<file path="config.mk">
export PLATFORM = sky130hd
export DESIGN_NAME = ser_status
export DESIGN_NICKNAME = d
export VERILOG_FILES = /design/src/rtl/ser_pkg.sv /design/src/rtl/ser_status.sv
export SDC_FILE = /design/constraint.sdc
export NUM_CORES = 1
export LEC_CHECK = 0
export BUFFER_PORTS_ARGS = -buffer_cell sky130_fd_sc_hd__buf_2
export CAP_MARGIN = 25
export CORE_MARGIN = 1.5
export CORE_UTILIZATION = 60
export DETAILED_ROUTE_END_ITERATION = 6
export PLACE_DENSITY = 0.83
export SETUP_SLACK_MARGIN = 0.4
export SLEW_MARGIN = 20
export SYNTH_ARGS = -nofsm -noshare
export SYNTH_HDL_FRONTEND = slang
export SYNTH_SLANG_ARGS = --single-unit
</file>
<file path="constraint.sdc">
create_clock -name ref_clk -period 16.6 [get_ports ref_clk]
set_input_delay 3.32 -clock ref_clk [delete_from_list [all_inputs] [get_ports ref_clk]]
set_output_delay 3.32 -clock ref_clk [all_outputs]
set_load 0.02 [all_outputs]
</file>
<file path="src/rtl/ser_pkg.sv">
// Constants and types shared by the status event reporting block.
package ser_pkg;

	localparam int STATUS_W    = 15;
	localparam int DATA_W      = 16;
	localparam int GROUPS      = 2;
	localparam int GRP_OP      = 0;
	localparam int GRP_QUES    = 1;
	localparam int SEL_W       = 4;
	localparam int SEL_GRP_BIT = 3;
	localparam int QUEUE_DEPTH = 8;
	localparam int QPTR_W      = 3;
	localparam int QCNT_W      = 4;

	// Preset and power-on contents of the configuration parts; queue full count and step values.
	localparam logic [STATUS_W-1:0] RISE_PRESET  = 15'h7FFF;
	localparam logic [STATUS_W-1:0] FALL_PRESET  = 15'h0000;
	localparam logic [STATUS_W-1:0] MASK_PRESET  = 15'h0000;
	localparam logic [STATUS_W-1:0] STATUS_ZERO  = 15'h0000;
	localparam logic [DATA_W-1:0]   ERR_NONE     = 16'h0000;
	localparam logic [QCNT_W-1:0]   QCNT_FULL    = 4'h8;
	localparam logic [QCNT_W-1:0]   QCNT_ONE     = 4'h1;
	localparam logic [QPTR_W-1:0]   QPTR_ONE     = 3'h1;

	// Adjustment failure bit of the questionable group.
	localparam int ADJ_FAIL_BIT = 0;

	// Low three bits of the command select; bit SEL_GRP_BIT picks the group.
	typedef enum logic [2:0] {
		PART_COND   = 3'h0,
		PART_MASK   = 3'h1,
		PART_EVT    = 3'h2,
		PART_FALL   = 3'h3,
		PART_RISE   = 3'h4,
		PART_PRESET = 3'h5,
		PART_QUEUE  = 3'h6,
		PART_NONE   = 3'h7
	} ser_part_t;

	typedef struct packed {
		logic [GROUPS-1:0][STATUS_W-1:0]    rise;
		logic [GROUPS-1:0][STATUS_W-1:0]    fall;
		logic [GROUPS-1:0][STATUS_W-1:0]    mask;
		logic [GROUPS-1:0][STATUS_W-1:0]    evt;
		logic [GROUPS-1:0][STATUS_W-1:0]    prev;
		logic                               primed;
		logic [QUEUE_DEPTH-1:0][DATA_W-1:0] q;
		logic [QPTR_W-1:0]                  rd;
		logic [QPTR_W-1:0]                  wr;
		logic [QCNT_W-1:0]                  cnt;
		logic                               rsp_valid;
		logic [DATA_W-1:0]                  rsp_data;
		logic [GROUPS-1:0]                  summary;
	} ser_state_t;

endpackage : ser_pkg

</file>
<file path="src/rtl/ser_status.sv">
// Operation and questionable status register groups with error queue.
`timescale 1ns/1ps
// Overview of operation
// - Instrument reset command leaves status parts alone; of the commands, only preset rewrites all filters and masks at once.
// - Every status part is 15 bits; reads and writes span 0 to 32767.
// - Condition reads return live hardware bits and change nothing.
// - Mask part picks which latched events feed the group summary bit.
// - Event read returns accumulated bits, then clears the event part except for edges seen in the read cycle.
// - Fall filter bit set and condition falls one to zero sets event bit.
// - Rise filter bit set and condition rises zero to one sets event bit.
// - Preset: rise filters all ones, fall filters zero, both masks zero.
// - Enabled true event drives summary bit high toward the higher status level.
// - Questionable bit zero flags adjustment failures; mask one routes them to summary.
// - Queue read returns and removes oldest entry; empty queue returns zero.
// - Positive codes are device errors, negative codes are command language errors.
module ser_status (
	input  wire logic                        ref_clk,
	input  wire logic                        reset,
	input  wire logic [ser_pkg::STATUS_W-1:0] op_cond,
	input  wire logic [ser_pkg::STATUS_W-1:0] ques_cond,
	input  wire logic                        cmd_valid,
	input  wire logic                        cmd_write,
	input  wire logic [ser_pkg::SEL_W-1:0]    cmd_sel,
	input  wire logic [ser_pkg::STATUS_W-1:0] cmd_wdata,
	input  wire logic                        err_push,
	input  wire logic [ser_pkg::DATA_W-1:0]   err_code,
	output logic                             rsp_valid,
	output logic [ser_pkg::DATA_W-1:0]        rsp_data,
	output logic                             op_summary,
	output logic                             ques_summary
);

	ser_pkg::ser_state_t s;
	ser_pkg::ser_state_t next_s;

	always_comb begin
		logic [ser_pkg::GROUPS-1:0][ser_pkg::STATUS_W-1:0] cond;
		logic [ser_pkg::STATUS_W-1:0]                      rise_hit;
		logic [ser_pkg::STATUS_W-1:0]                      fall_hit;
		logic [ser_pkg::STATUS_W-1:0]                      set_bits;
		ser_pkg::ser_part_t                                part;
		logic                                              grp;
		logic                                              rd_cmd;
		logic                                              wr_cmd;
		logic                                              pop;
		logic                                              push;
		cond     = '0;
		rise_hit = '0;
		fall_hit = '0;
		set_bits = '0;
		part     = ser_pkg::ser_part_t'(cmd_sel[2:0]);
		grp      = cmd_sel[ser_pkg::SEL_GRP_BIT];
		rd_cmd   = cmd_valid && !cmd_write;
		wr_cmd   = cmd_valid && cmd_write;
		pop      = 1'b0;
		push     = 1'b0;
		next_s   = s;
		cond[ser_pkg::GRP_OP]   = op_cond;
		cond[ser_pkg::GRP_QUES] = ques_cond;
		next_s.rsp_valid = cmd_valid;
		next_s.rsp_data  = ser_pkg::ERR_NONE;
		for (int g = 0; g < ser_pkg::GROUPS; g++) begin
			rise_hit = ~s.prev[g] & cond[g] & s.rise[g];
			fall_hit = s.prev[g] & ~cond[g] & s.fall[g];
			// The first cycle after reset only learns the condition, so bits
			// already high at power-up are not taken for rising edges.
			set_bits = s.primed ? (rise_hit | fall_hit) : ser_pkg::STATUS_ZERO;
			if (rd_cmd && grp == 1'(g) && part == ser_pkg::PART_EVT) begin
				next_s.evt[g] = set_bits;
			end else begin
				next_s.evt[g] = s.evt[g] | set_bits;
			end
			next_s.prev[g] = cond[g];
			if (wr_cmd && grp == 1'(g)) begin
				case (part)
					ser_pkg::PART_MASK: begin
						next_s.mask[g] = cmd_wdata;
					end
					ser_pkg::PART_FALL: begin
						next_s.fall[g] = cmd_wdata;
					end
					ser_pkg::PART_RISE: begin
						next_s.rise[g] = cmd_wdata;
					end
					default: begin
					end
				endcase
			end
		end
		next_s.primed = 1'b1;
		if (rd_cmd) begin
			case (part)
				ser_pkg::PART_COND: begin
					next_s.rsp_data = {1'b0, cond[grp]};
				end
				ser_pkg::PART_MASK: begin
					next_s.rsp_data = {1'b0, s.mask[grp]};
				end
				ser_pkg::PART_EVT: begin
					next_s.rsp_data = {1'b0, s.evt[grp]};
				end
				ser_pkg::PART_FALL: begin
					next_s.rsp_data = {1'b0, s.fall[grp]};
				end
				ser_pkg::PART_RISE: begin
					next_s.rsp_data = {1'b0, s.rise[grp]};
				end
				ser_pkg::PART_QUEUE: begin
					if (!grp && s.cnt != '0) begin
						next_s.rsp_data = s.q[s.rd];
						pop = 1'b1;
					end
				end
				default: begin
				end
			endcase
		end
		// Preset is the only path besides power-on that rewrites all filters
		// and masks at once; a general instrument reset never reaches this block.
		if (wr_cmd && !grp && part == ser_pkg::PART_PRESET) begin
			for (int g = 0; g < ser_pkg::GROUPS; g++) begin
				next_s.rise[g] = ser_pkg::RISE_PRESET;
				next_s.fall[g] = ser_pkg::FALL_PRESET;
				next_s.mask[g] = ser_pkg::MASK_PRESET;
			end
		end
		// Code zero would read back as an empty queue, so it is not stored.
		// A full queue drops new entries; the oldest errors are kept.
		push = err_push && err_code != ser_pkg::ERR_NONE &&
			(s.cnt != ser_pkg::QCNT_FULL || pop);
		if (push) begin
			next_s.q[s.wr] = err_code;
			next_s.wr      = s.wr + ser_pkg::QPTR_ONE;
		end
		if (pop) begin
			next_s.rd = s.rd + ser_pkg::QPTR_ONE;
		end
		if (push && !pop) begin
			next_s.cnt = s.cnt + ser_pkg::QCNT_ONE;
		end else if (pop && !push) begin
			next_s.cnt = s.cnt - ser_pkg::QCNT_ONE;
		end
		// Built from the next values so the registered summary always matches
		// the event and mask contents held in the same cycle.
		for (int g = 0; g < ser_pkg::GROUPS; g++) begin
			next_s.summary[g] = |(next_s.evt[g] & next_s.mask[g]);
		end
		// Bit ADJ_FAIL_BIT of the questionable group takes part in the OR above.
		next_s.summary[ser_pkg::GRP_QUES] = next_s.summary[ser_pkg::GRP_QUES] |
			(next_s.evt[ser_pkg::GRP_QUES][ser_pkg::ADJ_FAIL_BIT] &
			next_s.mask[ser_pkg::GRP_QUES][ser_pkg::ADJ_FAIL_BIT]);
	end

	always_ff @(posedge ref_clk or posedge reset) begin
		if (reset) begin
			for (int g = 0; g < ser_pkg::GROUPS; g++) begin
				s.rise[g] <= ser_pkg::RISE_PRESET;
				s.fall[g] <= ser_pkg::FALL_PRESET;
				s.mask[g] <= ser_pkg::MASK_PRESET;
				s.evt[g]  <= ser_pkg::STATUS_ZERO;
				s.prev[g] <= ser_pkg::STATUS_ZERO;
			end
			s.primed    <= 1'b0;
			s.q         <= '0;
			s.rd        <= '0;
			s.wr        <= '0;
			s.cnt       <= '0;
			s.rsp_valid <= 1'b0;
			s.rsp_data  <= ser_pkg::ERR_NONE;
			s.summary   <= '0;
		end else begin
			s <= next_s;
		end
	end

	assign rsp_valid    = s.rsp_valid;
	assign rsp_data     = s.rsp_data;
	assign op_summary   = s.summary[ser_pkg::GRP_OP];
	assign ques_summary = s.summary[ser_pkg::GRP_QUES];

endmodule : ser_status

</file>
After elaboration in Yosys (flattened, before gate mapping)
Cells that the tools add are included.

Add/sub/neg operators: 4. Order comparisons: 4. Eq/ne operators: 7. Mux-type cells: 38. Bitwise gates (word level): 21. Reduce and logical (&&, ||, !) cells: 35.

Operators by type and width (count): $mux W15 (24); $and A15 B15 Y15 (10); $bwmux W128 (1); $pmux W16 S6 (1); $mux W90 (1); $mux W16 (4); $not A15 Y15 (4); $or A15 B15 Y15 (4); $bmux W16 S3 (1); $demux W16 S3 (1); $reduce_or A15 Y1 (2); $logic_and A1 B1 Y1 (16); $reduce_bool A16 Y1 (1); $reduce_bool A2 Y1 (5); $eq A3 B3 Y1 const B (3); $lt A3 B4 Y1 const B (2); $mux W4 (2); $reduce_and A2 Y1 (4); $add A3 B1 Y3 const B (2); $eq A3 B2 Y1 const B (2); $add A4 B1 Y4 const B (1); $logic_not A1 Y1 (4); $ne A4 B4 Y1 const B (1); $reduce_bool A4 Y1 (1); 10 further kinds (12).

Flip-flop bits (word level): 308. Output and inout port bits: 19.

Logic depth before layout (Yosys ltp)
Gate-level depths: netlist of the first run.

Depth in word-level cells: 11. Gate-level depth with buffers: 14. Gate-level depth less buffers: 12.

Worst setup path before layout of the first run
OpenSTA, ideal clock, no wires.

Path type: input -> register. Start point: input port cmd_sel[1] (netlist name). End point: register s[22] (netlist name). Arrival time: 5.746 ns. Data required time: 16.475 ns. Setup slack: 10.728 ns. Stages on the path: 14. Path buffers: 2. Path through: buf_4 nor2b_1 and4_1 nand2_1 a31oi_1 buf_2 ha_1 inv_1 ha_1 a21o_1 a21oi_1 xnor2_1 nor2_1 xor2_1.

Cells in the longest elaborated chain, start to end: 8. Elaborated cells between the ends (all ways): 11. Those cells by class: eq/ne (1); mux (3); reduce/logical (7).

RTL lines: from (decl) (RTL line ser_status.sv:23) `input wire logic [ser_pkg::SEL_W-1:0] cmd_sel,`; $eq A3 B3 Y1 (*) (RTL line ser_status.sv:92) `case (part)`; $mux W1 (*) (RTL line ser_status.sv:92); $mux W1 (*) (RTL line ser_status.sv:91) `if (rd_cmd) begin`; $logic_or A1 B1 Y1 (RTL line ser_status.sv:130) `(s.cnt != ser_pkg::QCNT_FULL || pop);`; $logic_and A1 B1 Y1 (RTL line ser_status.sv:129) `push = err_push && err_code != ser_pkg::ERR_NONE &&`; $logic_not A1 Y1 (RTL line ser_status.sv:140) `end else if (pop && !push) begin`; $logic_and A1 B1 Y1 (RTL line ser_status.sv:140); $reduce_bool A2 Y1 (no source line); to (signal assigned) (RTL line ser_status.sv:172) `s <= next_s;`; to (decl) (RTL line ser_status.sv:33) `ser_pkg::ser_state_t s;`.

Every way passes the cells marked *; elsewhere a longest branch is shown, timed or not. A chain may end at the register's enable or synchronous reset.

Worst setup path in the final report of the first run
Start point: input port cmd_sel[1] (netlist name). End point: register s[128] (netlist name).

Cells in the longest elaborated chain, start to end: 5.

RTL lines (RTL line): $eq A3 B3 Y1 (ser_status.sv:92); $mux W1 (ser_status.sv:92); $mux W1 (ser_status.sv:91); $logic_or A1 B1 Y1 (ser_status.sv:130); $logic_and A1 B1 Y1 (ser_status.sv:129).

No other way between the ends.

==> results of run 1 <==
[per-layer routing]
metal	vias up	share of wire	global-route usage
met5	-	0	0
met4	0	0.048	0.153
met3	147	0.098	0.0641
met2	697	0.46	0.499
met1	5363	0.40	0.451
li1	4483	-	-
[power breakdown]
| group | total (W) | switching, W | internal (W) |
|---|---|---|---|
| registers | 0.00119 | 0.000184 | 0.00101 |
| clock network | 0.000718 | 0.000294 | 0.000424 |
| logic | 0.000713 | 0.000308 | 0.000404 |
[worst max-delay path, stage by stage]
cell and delay, ns:
sky130_fd_sc_hd__buf_2 0.08, sky130_fd_sc_hd__buf_4 0.49, sky130_fd_sc_hd__nor2b_1 0.44, sky130_fd_sc_hd__and4_1 0.56
sky130_fd_sc_hd__nand2_1 0.25, sky130_fd_sc_hd__a31oi_1 0.48, sky130_fd_sc_hd__buf_2 0.30, sky130_fd_sc_hd__nand4b_1 0.80
sky130_fd_sc_hd__mux2_2 0.60
[cells in the mapped netlist (3+ instances only)]
| master | instances | area (sq um) |
|---|---|---|
| sky130_fd_sc_hd__a21oi_1 | 77 | 385 |
| sky130_fd_sc_hd__a221o_1 | 18 | 180 |
| sky130_fd_sc_hd__a221oi_1 | 8 | 70.1 |
| sky130_fd_sc_hd__a22o_1 | 40 | 350 |
| sky130_fd_sc_hd__a22oi_1 | 5 | 37.5 |
| sky130_fd_sc_hd__a32oi_1 | 3 | 26.3 |
| sky130_fd_sc_hd__and2_1 | 8 | 50.1 |
| sky130_fd_sc_hd__and3b_1 | 8 | 70.1 |
| sky130_fd_sc_hd__and4_1 | 3 | 26.3 |
| sky130_fd_sc_hd__buf_1 | 12 | 45.0 |
| sky130_fd_sc_hd__buf_2 | 10 | 50.1 |
| sky130_fd_sc_hd__buf_4 | 17 | 128 |
| sky130_fd_sc_hd__clkbuf_1 | 58 | 218 |
| sky130_fd_sc_hd__dfrtp_1 | 278 | 6960 |
| sky130_fd_sc_hd__dfstp_2 | 30 | 788 |
| sky130_fd_sc_hd__ha_1 | 5 | 62.6 |
| sky130_fd_sc_hd__inv_1 | 3 | 11.3 |
| sky130_fd_sc_hd__mux2_2 | 162 | 1820 |
| sky130_fd_sc_hd__mux2i_1 | 27 | 270 |
| sky130_fd_sc_hd__mux4_2 | 41 | 923 |
| sky130_fd_sc_hd__nand2_1 | 115 | 432 |
| sky130_fd_sc_hd__nand3_1 | 20 | 100 |
| sky130_fd_sc_hd__nand3b_1 | 28 | 210 |
| sky130_fd_sc_hd__nand4_1 | 4 | 25.0 |
| sky130_fd_sc_hd__nor2_1 | 69 | 259 |
| sky130_fd_sc_hd__nor2b_1 | 4 | 25.0 |
| sky130_fd_sc_hd__nor4_1 | 4 | 25.0 |
| sky130_fd_sc_hd__o21ai_0 | 90 | 450 |
| sky130_fd_sc_hd__o22ai_1 | 13 | 81.3 |
| sky130_fd_sc_hd__xnor2_1 | 6 | 52.6 |
| sky130_fd_sc_hd__xor2_1 | 3 | 26.3 |
[state kept, by name (all words and copies together) (netlist names)]
| name | flops |
|---|---|
| op_summary | 1 |
| ques_summary | 1 |
| s | 289 |
| rsp_valid | 1 |
| rsp_data | 16 |
[per-stage QoR]
| stage | total power, W | util | area [sq um] |
|---|---|---|---|
| global route | 0.00273 | 0.684 | 16100 |
| finish | 0.00262 | 0.684 | 16100 |
| CTS | 0.00261 | 0.680 | 16000 |
| detailed placement | 0.00188 | 0.636 | 15000 |
| floorplan | 0.00168 | - | 14400 |
| global placement | 0.00183 | 0.635 | 15000 |
[kinds of logic (layout without fill, tap and decap cells)]
kind of cell,after synthesis,after routing,share of synthesized area
buffers and inverters,102,172,0.0319
DFF,308,308,0.537
other,1,1,0.000260
muxes,230,230,0.209
xor gates and xnor gates,9,9,0.00547
AOI/OAI and AO/OA,262,262,0.114
and+or+nand+nor,282,282,0.0954
adders and majority gates,6,6,0.00573
[final cells by class]
| class | instances | area share |
|---|---|---|
| Tap cell | 319 | 0.0248 |
| Sequential cell | 308 | 0.481 |
| Multi-Input combinational cell | 790 | 0.387 |
| Inverter | 4 | 0.00140 |
| Clock buffer | 45 | 0.0539 |
| Clock inverter | 13 | 0.0105 |
| Timing Repair Buffer | 110 | 0.0413 |
[how the worst min path moves through the flow]
stage	startpoint	endpoint	slack, ns	cells past startpoint
final	s[156]	s[156]	0.50	1
after global routing	s[130]	s[130]	0.51	1
after CTS	s[136]	s[136]	0.50	1
after detailed placement	s[136]	s[136]	0.49	1
after global placement	s[264]	s[264]	0.48	2
after floorplan	s[22]	s[22]	0.46	1
==> impl_summary.md, run 1 <==
Synthesis
The synthesized design contains 308 register bits. Yosys mapped a number of flops with a built-in enable equal to 0. The commonest register cell after synthesis is sky130_fd_sc_hd__dfrtp_1.

For this run, the register share of the synthesized area comes to 0.537. When the netlist entered floorplanning its net count stood at 1276. The average footprint of a synthesized cell is 12.0 sq um.

Synthesis instantiated 55 different standard cells from the library. The total number of yosys warnings is 0. The synthesized netlist cell count is 1200. The combined area of all synthesized cells is between 0.01 and 0.015 sq mm. The async set-reset flop share out of synthesis is 1.00.

CTS
In this run, post-CTS hold repair placed 0 buffers. Counting along the longest clock path gives a buffer depth of 3. The clock latency on the worst-skew pair is 0.57 ns. CTS saw 308 sinks. The total CTS buffers is 31.

CTS built an H-tree with a depth of 1. CTS placed an instance of sky130_fd_sc_hd__clkbuf_16 at the clock tree root. The CTS tree is built.

The number of post-CTS setup repair buffers is 0. The clock-pin slew reported for the worst setup and hold paths after clock tree synthesis is roughly 0.07 ns. The post-CTS resize count is 0.

Floorplan
Row generation in the floorplan step produced between 50 and 60 rows. The die area is 0.0250 sq mm. The floorplan die height is about 160 um.

The total area inside the core boundary comes to 0.0235 sq mm. The die width is 158 um. The I/O pin count is between 80 and 90. The initial standard-cell utilization of the core is 0.612.

Route
The pre-antenna-repair detailed-routing pass consisted of 6 iterations. The starting DRC count in detailed routing is between 1000 and 1500. The number of design rule violations left after detail routing is 0. After detailed routing, the average wire length per cell comes to 24.7 um. For this block, the routed nets add up to 39200 um of wire.

The detail route stage leaves a number of antenna-violating nets equal to 0. The count of vias placed by the detailed router is about 11000. The via density per instance is ~6.7.

Hold path
The class of the most critical hold timing path is reg2reg.

STA
Based on the critical path, the design can be clocked at up to 145 MHz. Setup repair after global routing left no endpoint under its margin. The number of hold violations in the final report is 0. Setup slack on the critical path of the routed design comes to roughly 9.7 ns. The post-route clock skew is about 0.012 ns. The portion of the clock cycle consumed by the worst path in the final layout is 0.416. Summed over all failing endpoints, the final setup total negative slack is 0 ns.

The worst slew margin relative to its limit is 0.301. At the pin with the least slew margin, the transition time is between 1 and 1.5 ns. Setup violations remaining at the end of the flow were counted as 0. The final-report max-slew violation count came to 0.

The worst path needs 6.90 ns of the cycle, external delays included. Across all hold checks on the routed design, the worst slack comes to between 0.5 and 0.6 ns.

Place
The number of placed instances, taps included, is around 1500. Prior to clock tree synthesis, the placed netlist has a worst setup slack of around 9 ns. During placement, the flow inserted port buffers numbering 88. The weighted congestion reported at the end of routability-driven placement is 0.938. Detailed placement finished with a half-perimeter wire length of about 25000 um.

Setup path
The endpoint identified for the worst register-to-register timing path is s[128]. The maximum net fanout on the critical path is 38. The timing endpoint of the critical path is s[128]. The register-to-register setup slack is ~13 ns.

Tracing the worst setup path back leads to its startpoint at cmd_sel[1]. The critical path is of the in2reg type. The worst endpoint data arrival time is 7.35 ns.

The reg-to-reg critical path startpoint is s[19]. For the worst setup path, the data required time is 17.05 ns. The depth of the worst register-to-register path is 7.

The endpoint type of the worst setup path is a flop. The worst setup path is launched from a primary input.

GRT
The initial antenna violation count is 0. Entering global routing, the biggest net connects between 100 and 150 pins. Across every metal layer, demand over resource in global routing totals 0.325. The via count of the first global-routing pass is 11000. The aggregate global routing overflow is 0. The global-route wire length before repair is 61100 um.

Finish
Once layout is complete, the cells apart from fillers number between 1500 and 2000. The multi-input combinational cells in the finished layout cover a total of 0.00623 sq mm. The flip-flop and latch area is 0.00775 sq mm.

The filler cells instantiated in the layout total 1631. The library cells used most frequently in the layout, excluding fill and tap cells, are sky130_fd_sc_hd__dfrtp_1, sky130_fd_sc_hd__mux2_2, sky130_fd_sc_hd__nand2_1. The synthesis-to-layout area growth is 11.7%.

Leaving out fill and tap cells, the most frequent cell in the layout is sky130_fd_sc_hd__dfrtp_1. The total number of nets in the final design is ~1300. Of the cells placed in the final design, the portion with a size suffix greater than 1 is 0.316.

The repair_antennas step left the layout with diodes totalling 0.

Pwr
For this design the static power due to leakage is 6.92 nW. The areal power density over the cells is between 150 and 200 mW/mm^2. IR analysis of the VDD net gives a maximum drop of 93.4 uV.

Status
The flow ran to the end, and the final reports show no timing, DRC or antenna violations.

Job
The reported max-cap violation count is 0.
No activity file was read; power rests on OpenSTA's default activity.
==> inputs of run 2 (changes only) <==
==> constraint.sdc (replaced) <==
create_clock -name ref_clk -period 6.8 [get_ports ref_clk]
set_input_delay 1.36 -clock ref_clk [delete_from_list [all_inputs] [get_ports ref_clk]]
set_output_delay 1.36 -clock ref_clk [all_outputs]
set_load 0.02 [all_outputs]
==> run 2 against run 1 <==
Register-to-register slack worse by 9.5 ns. Final cell count grew 0.25%. Worst hold slack lost 0.0021 ns. First-iteration DRC count is 9.6% lower. Core utilization is 0.32 points higher. Critical endpoint is now op_summary. Clock power rose to 2.6 times the previous value. Routed wire length down 1.1%. Highest routed layer unchanged. Die area unchanged.
==> impl_summary.md, run 2 (same netlist as run 1, synthesis figures left out) <==
Status
The flow ran to the end, and the final reports show no timing, DRC or antenna violations.

GRT
The layer flagged by global routing as most heavily used is met2. The initial antenna violation count came to 1. The routing usage on met2 is 0.493. The global routing usage on met3 is 0.0641. For this run, the total global-route usage over all layers was measured as 0.320. Summed over all layers, the global routing overflow is 0. The global-route wire length before repair is 59600 um. In the global route stage, met1 resource usage came out at 0.441. The via count of the first global-routing pass came to ~10000.

Entering global routing, the biggest net connects around 190 pins.

Pwr
The post-route total power is 0.00650 W. The leakage component of the power is 6.95 nW. The areal power density over the cells is around 400 mW/mm^2. Of the total power, combinational logic draws 0.273.

The maximum vdd ir drop is 243 uV. The net switching power of the design is ~0.0019 W. The clock network fraction of total power is 0.286. The internal cell power is 0.00457 W. The share of total power in sequential cells is 0.441. Of the total power, the share spent switching nets is 0.297.

Place
The weighted congestion reported at the end of routability-driven placement is 0.927. The placed cell count is approximately 1500. Detailed placement finished with a half-perimeter wire length of 24900 um. The count of buffers inserted at the top-level ports is 88.

STA
In the finished design, the share of the clock period the worst path needs comes to 0.630. Measured against its own limit, the worst slew margin works out to 0.300. The post-route clock skew is 0.0166 ns.

Final hold analysis gives a worst-case slack of 0.499 ns. Derived from the worst setup path, the maximum achievable clock frequency is 233 MHz. The number of hold violations in the final report is 0. Setup repair after global routing left no endpoint under its margin. The final-report max-slew violation count is 0.

The time the final worst path needs with I/O delays and setup is 4.28 ns. Summed over all failing endpoints, the final setup total negative slack is 0 ns. At the pin with the least slew margin, the transition time is between 1 and 1.5 ns. The final setup violation count is 0.

Finish
Compared with the post-synthesis result, the final layout area differs by 12.2%. The total number of nets in the final design is 1324. Leaving out fill and tap cells, the most frequent cell in the layout is sky130_fd_sc_hd__dfrtp_1. The top cell types in the final layout, fill and taps aside, are sky130_fd_sc_hd__dfrtp_1, sky130_fd_sc_hd__mux2_2, sky130_fd_sc_hd__nand2_1. Once layout is complete, the cells apart from fillers number 1593. The number of flip-flops under the largest register name is 289. The share of post-route cells with drive strength above 1 is 0.318.

The register containing the most flip-flops in the final layout is s. The largest registers in the layout are s (289), rsp_data (16). The fill cell instance count of the final layout is between 1500 and 2000.

CTS
The number of post-CTS setup repair buffers is 0. The cell at the root of the clock tree is sky130_fd_sc_hd__clkbuf_16. In this run, post-CTS hold repair placed 0 buffers. The total CTS buffers is 34.

The clock net in this run drives a total of roughly 310 sinks. The H-tree was split into 2 levels. The post-CTS resize count is 0. The buffer levels on the longest clock path is 3. The CTS tree is built. The clock-pin slew reported for the worst setup and hold paths after clock tree synthesis is 0.06 ns. The clock latency on the worst-skew pair is approximately 0.52 ns.

Route
The final layout contains routed wiring with a total length of slightly below 40000 um. In this run the remaining antenna-violating nets after routing total 0. The detailed-routing iteration count for the pre-antenna-repair pass is 6.

The via density per instance is 6.67. The count of vias placed by the detailed router is 10600. The post-detailed-route wirelength per cell is 24.3 um. After detailed routing, the number of remaining DRC violations is 0. After the first detailed-routing iteration, the DRC count stood at 1354.

Setup path
By startpoint and endpoint, the worst setup path is classified as in2reg. The worst endpoint data arrival time is 4.67 ns. The required time at the worst-slack endpoint is 7.19 ns. In this run the register-to-register setup slack is 3.38 ns. In this run the worst path has a maximum fanout of 27. STA classifies the critical path startpoint as a primary input.

STA classifies the critical path endpoint as a flop. The reg-to-reg critical path startpoint is s[19]. The depth of the worst register-to-register path is 13. The worst register-to-register path ends at s[22].

Floorplan
The I/O pin count is slightly below 90. The die area is 0.0250 sq mm. The initial standard-cell utilization of the core is 0.612. Measured along the x axis, the die boundary spans ~160 um. The area of the core is approximately 0.024 sq mm. The die is between 150 and 200 um tall.

The site row count is 56.

Hold path
For hold timing, the worst endpoint is s[22]. The worst hold path stage count is 1. The class of the most critical hold timing path is reg2reg. The worst hold path begins at s[22].

Job
Across the run, the number of max-cap violations was 0.
[run 2: cell count changes in the layout (fill, tap and decap cells not counted), sizes merged]
cell	delta
clkbuf	+5
bufinv	-2
clkinvlp	+4
inv	-2
clkinv	-2
diode	+1
[run 2: worst max-delay path: stages]
cell and delay (ns):
sky130_fd_sc_hd__buf_2 0.21, sky130_fd_sc_hd__buf_4 0.32, sky130_fd_sc_hd__nand4bb_1 0.64, sky130_fd_sc_hd__nor2_1 0.69
sky130_fd_sc_hd__mux2_2 0.42, sky130_fd_sc_hd__a32o_1 0.25, sky130_fd_sc_hd__a211o_1 0.26, sky130_fd_sc_hd__or4_1 0.52
[run 2: worst max-delay path by stage]
stage,depth (start not counted),end,from
5_1_grt,8,op_summary,cmd_sel[1]
3_5_place_dp,8,s[135],cmd_sel[1]
3_3_place_gp,8,s[128],cmd_sel[1]
4_1_cts,8,s[140],cmd_sel[1]
2_1_floorplan,1,op_summary,reset
6_report,8,op_summary,cmd_sel[1]
[run 2: cell type report]
type | instances | area (sq um) | area share
antenna | 1 | 2.50 | 0.000155
multi-input combinational | 790 | 6220 | 0.385
tap | 319 | 399 | 0.0247
sequential | 308 | 7750 | 0.479
clock inverter | 11 | 116 | 0.00719
timing repair buffer | 110 | 641 | 0.0396
inverter | 4 | 18.8 | 0.00116
clock buffer | 50 | 1020 | 0.0634
[run 2: per-stage QoR]
step / area, sq um / worst slack [ns] / util
after floorplan: 14400 / 1.37 / -
after global placement: 15000 / 2.08 / 0.636
after detailed placement: 15000 / 1.94 / 0.637
after CTS: 16100 / 2.45 / 0.686
after global routing: 16200 / 2.29 / 0.687
final: 16200 / 2.52 / 0.687
[run 2: metal layers]
| metal | vias to the layer above | wire [um] |
|---|---|---|
| met2 | 661 | 17900 |
| met4 | 0 | 1710 |
| li1 | 4500 | - |
| met1 | 5336 | 15500 |
| met3 | 131 | 3640 |
| met5 | - | 0 |
[run 2: power by group through the flow]
stage               clock, W  combinational, W  sequential, W
global placement           0           0.00167        0.00281
detailed placement         0           0.00174        0.00285
finish               0.00186           0.00177        0.00286
CTS                  0.00186           0.00177        0.00284
floorplan                  0           0.00140        0.00270
global route         0.00195           0.00190        0.00291
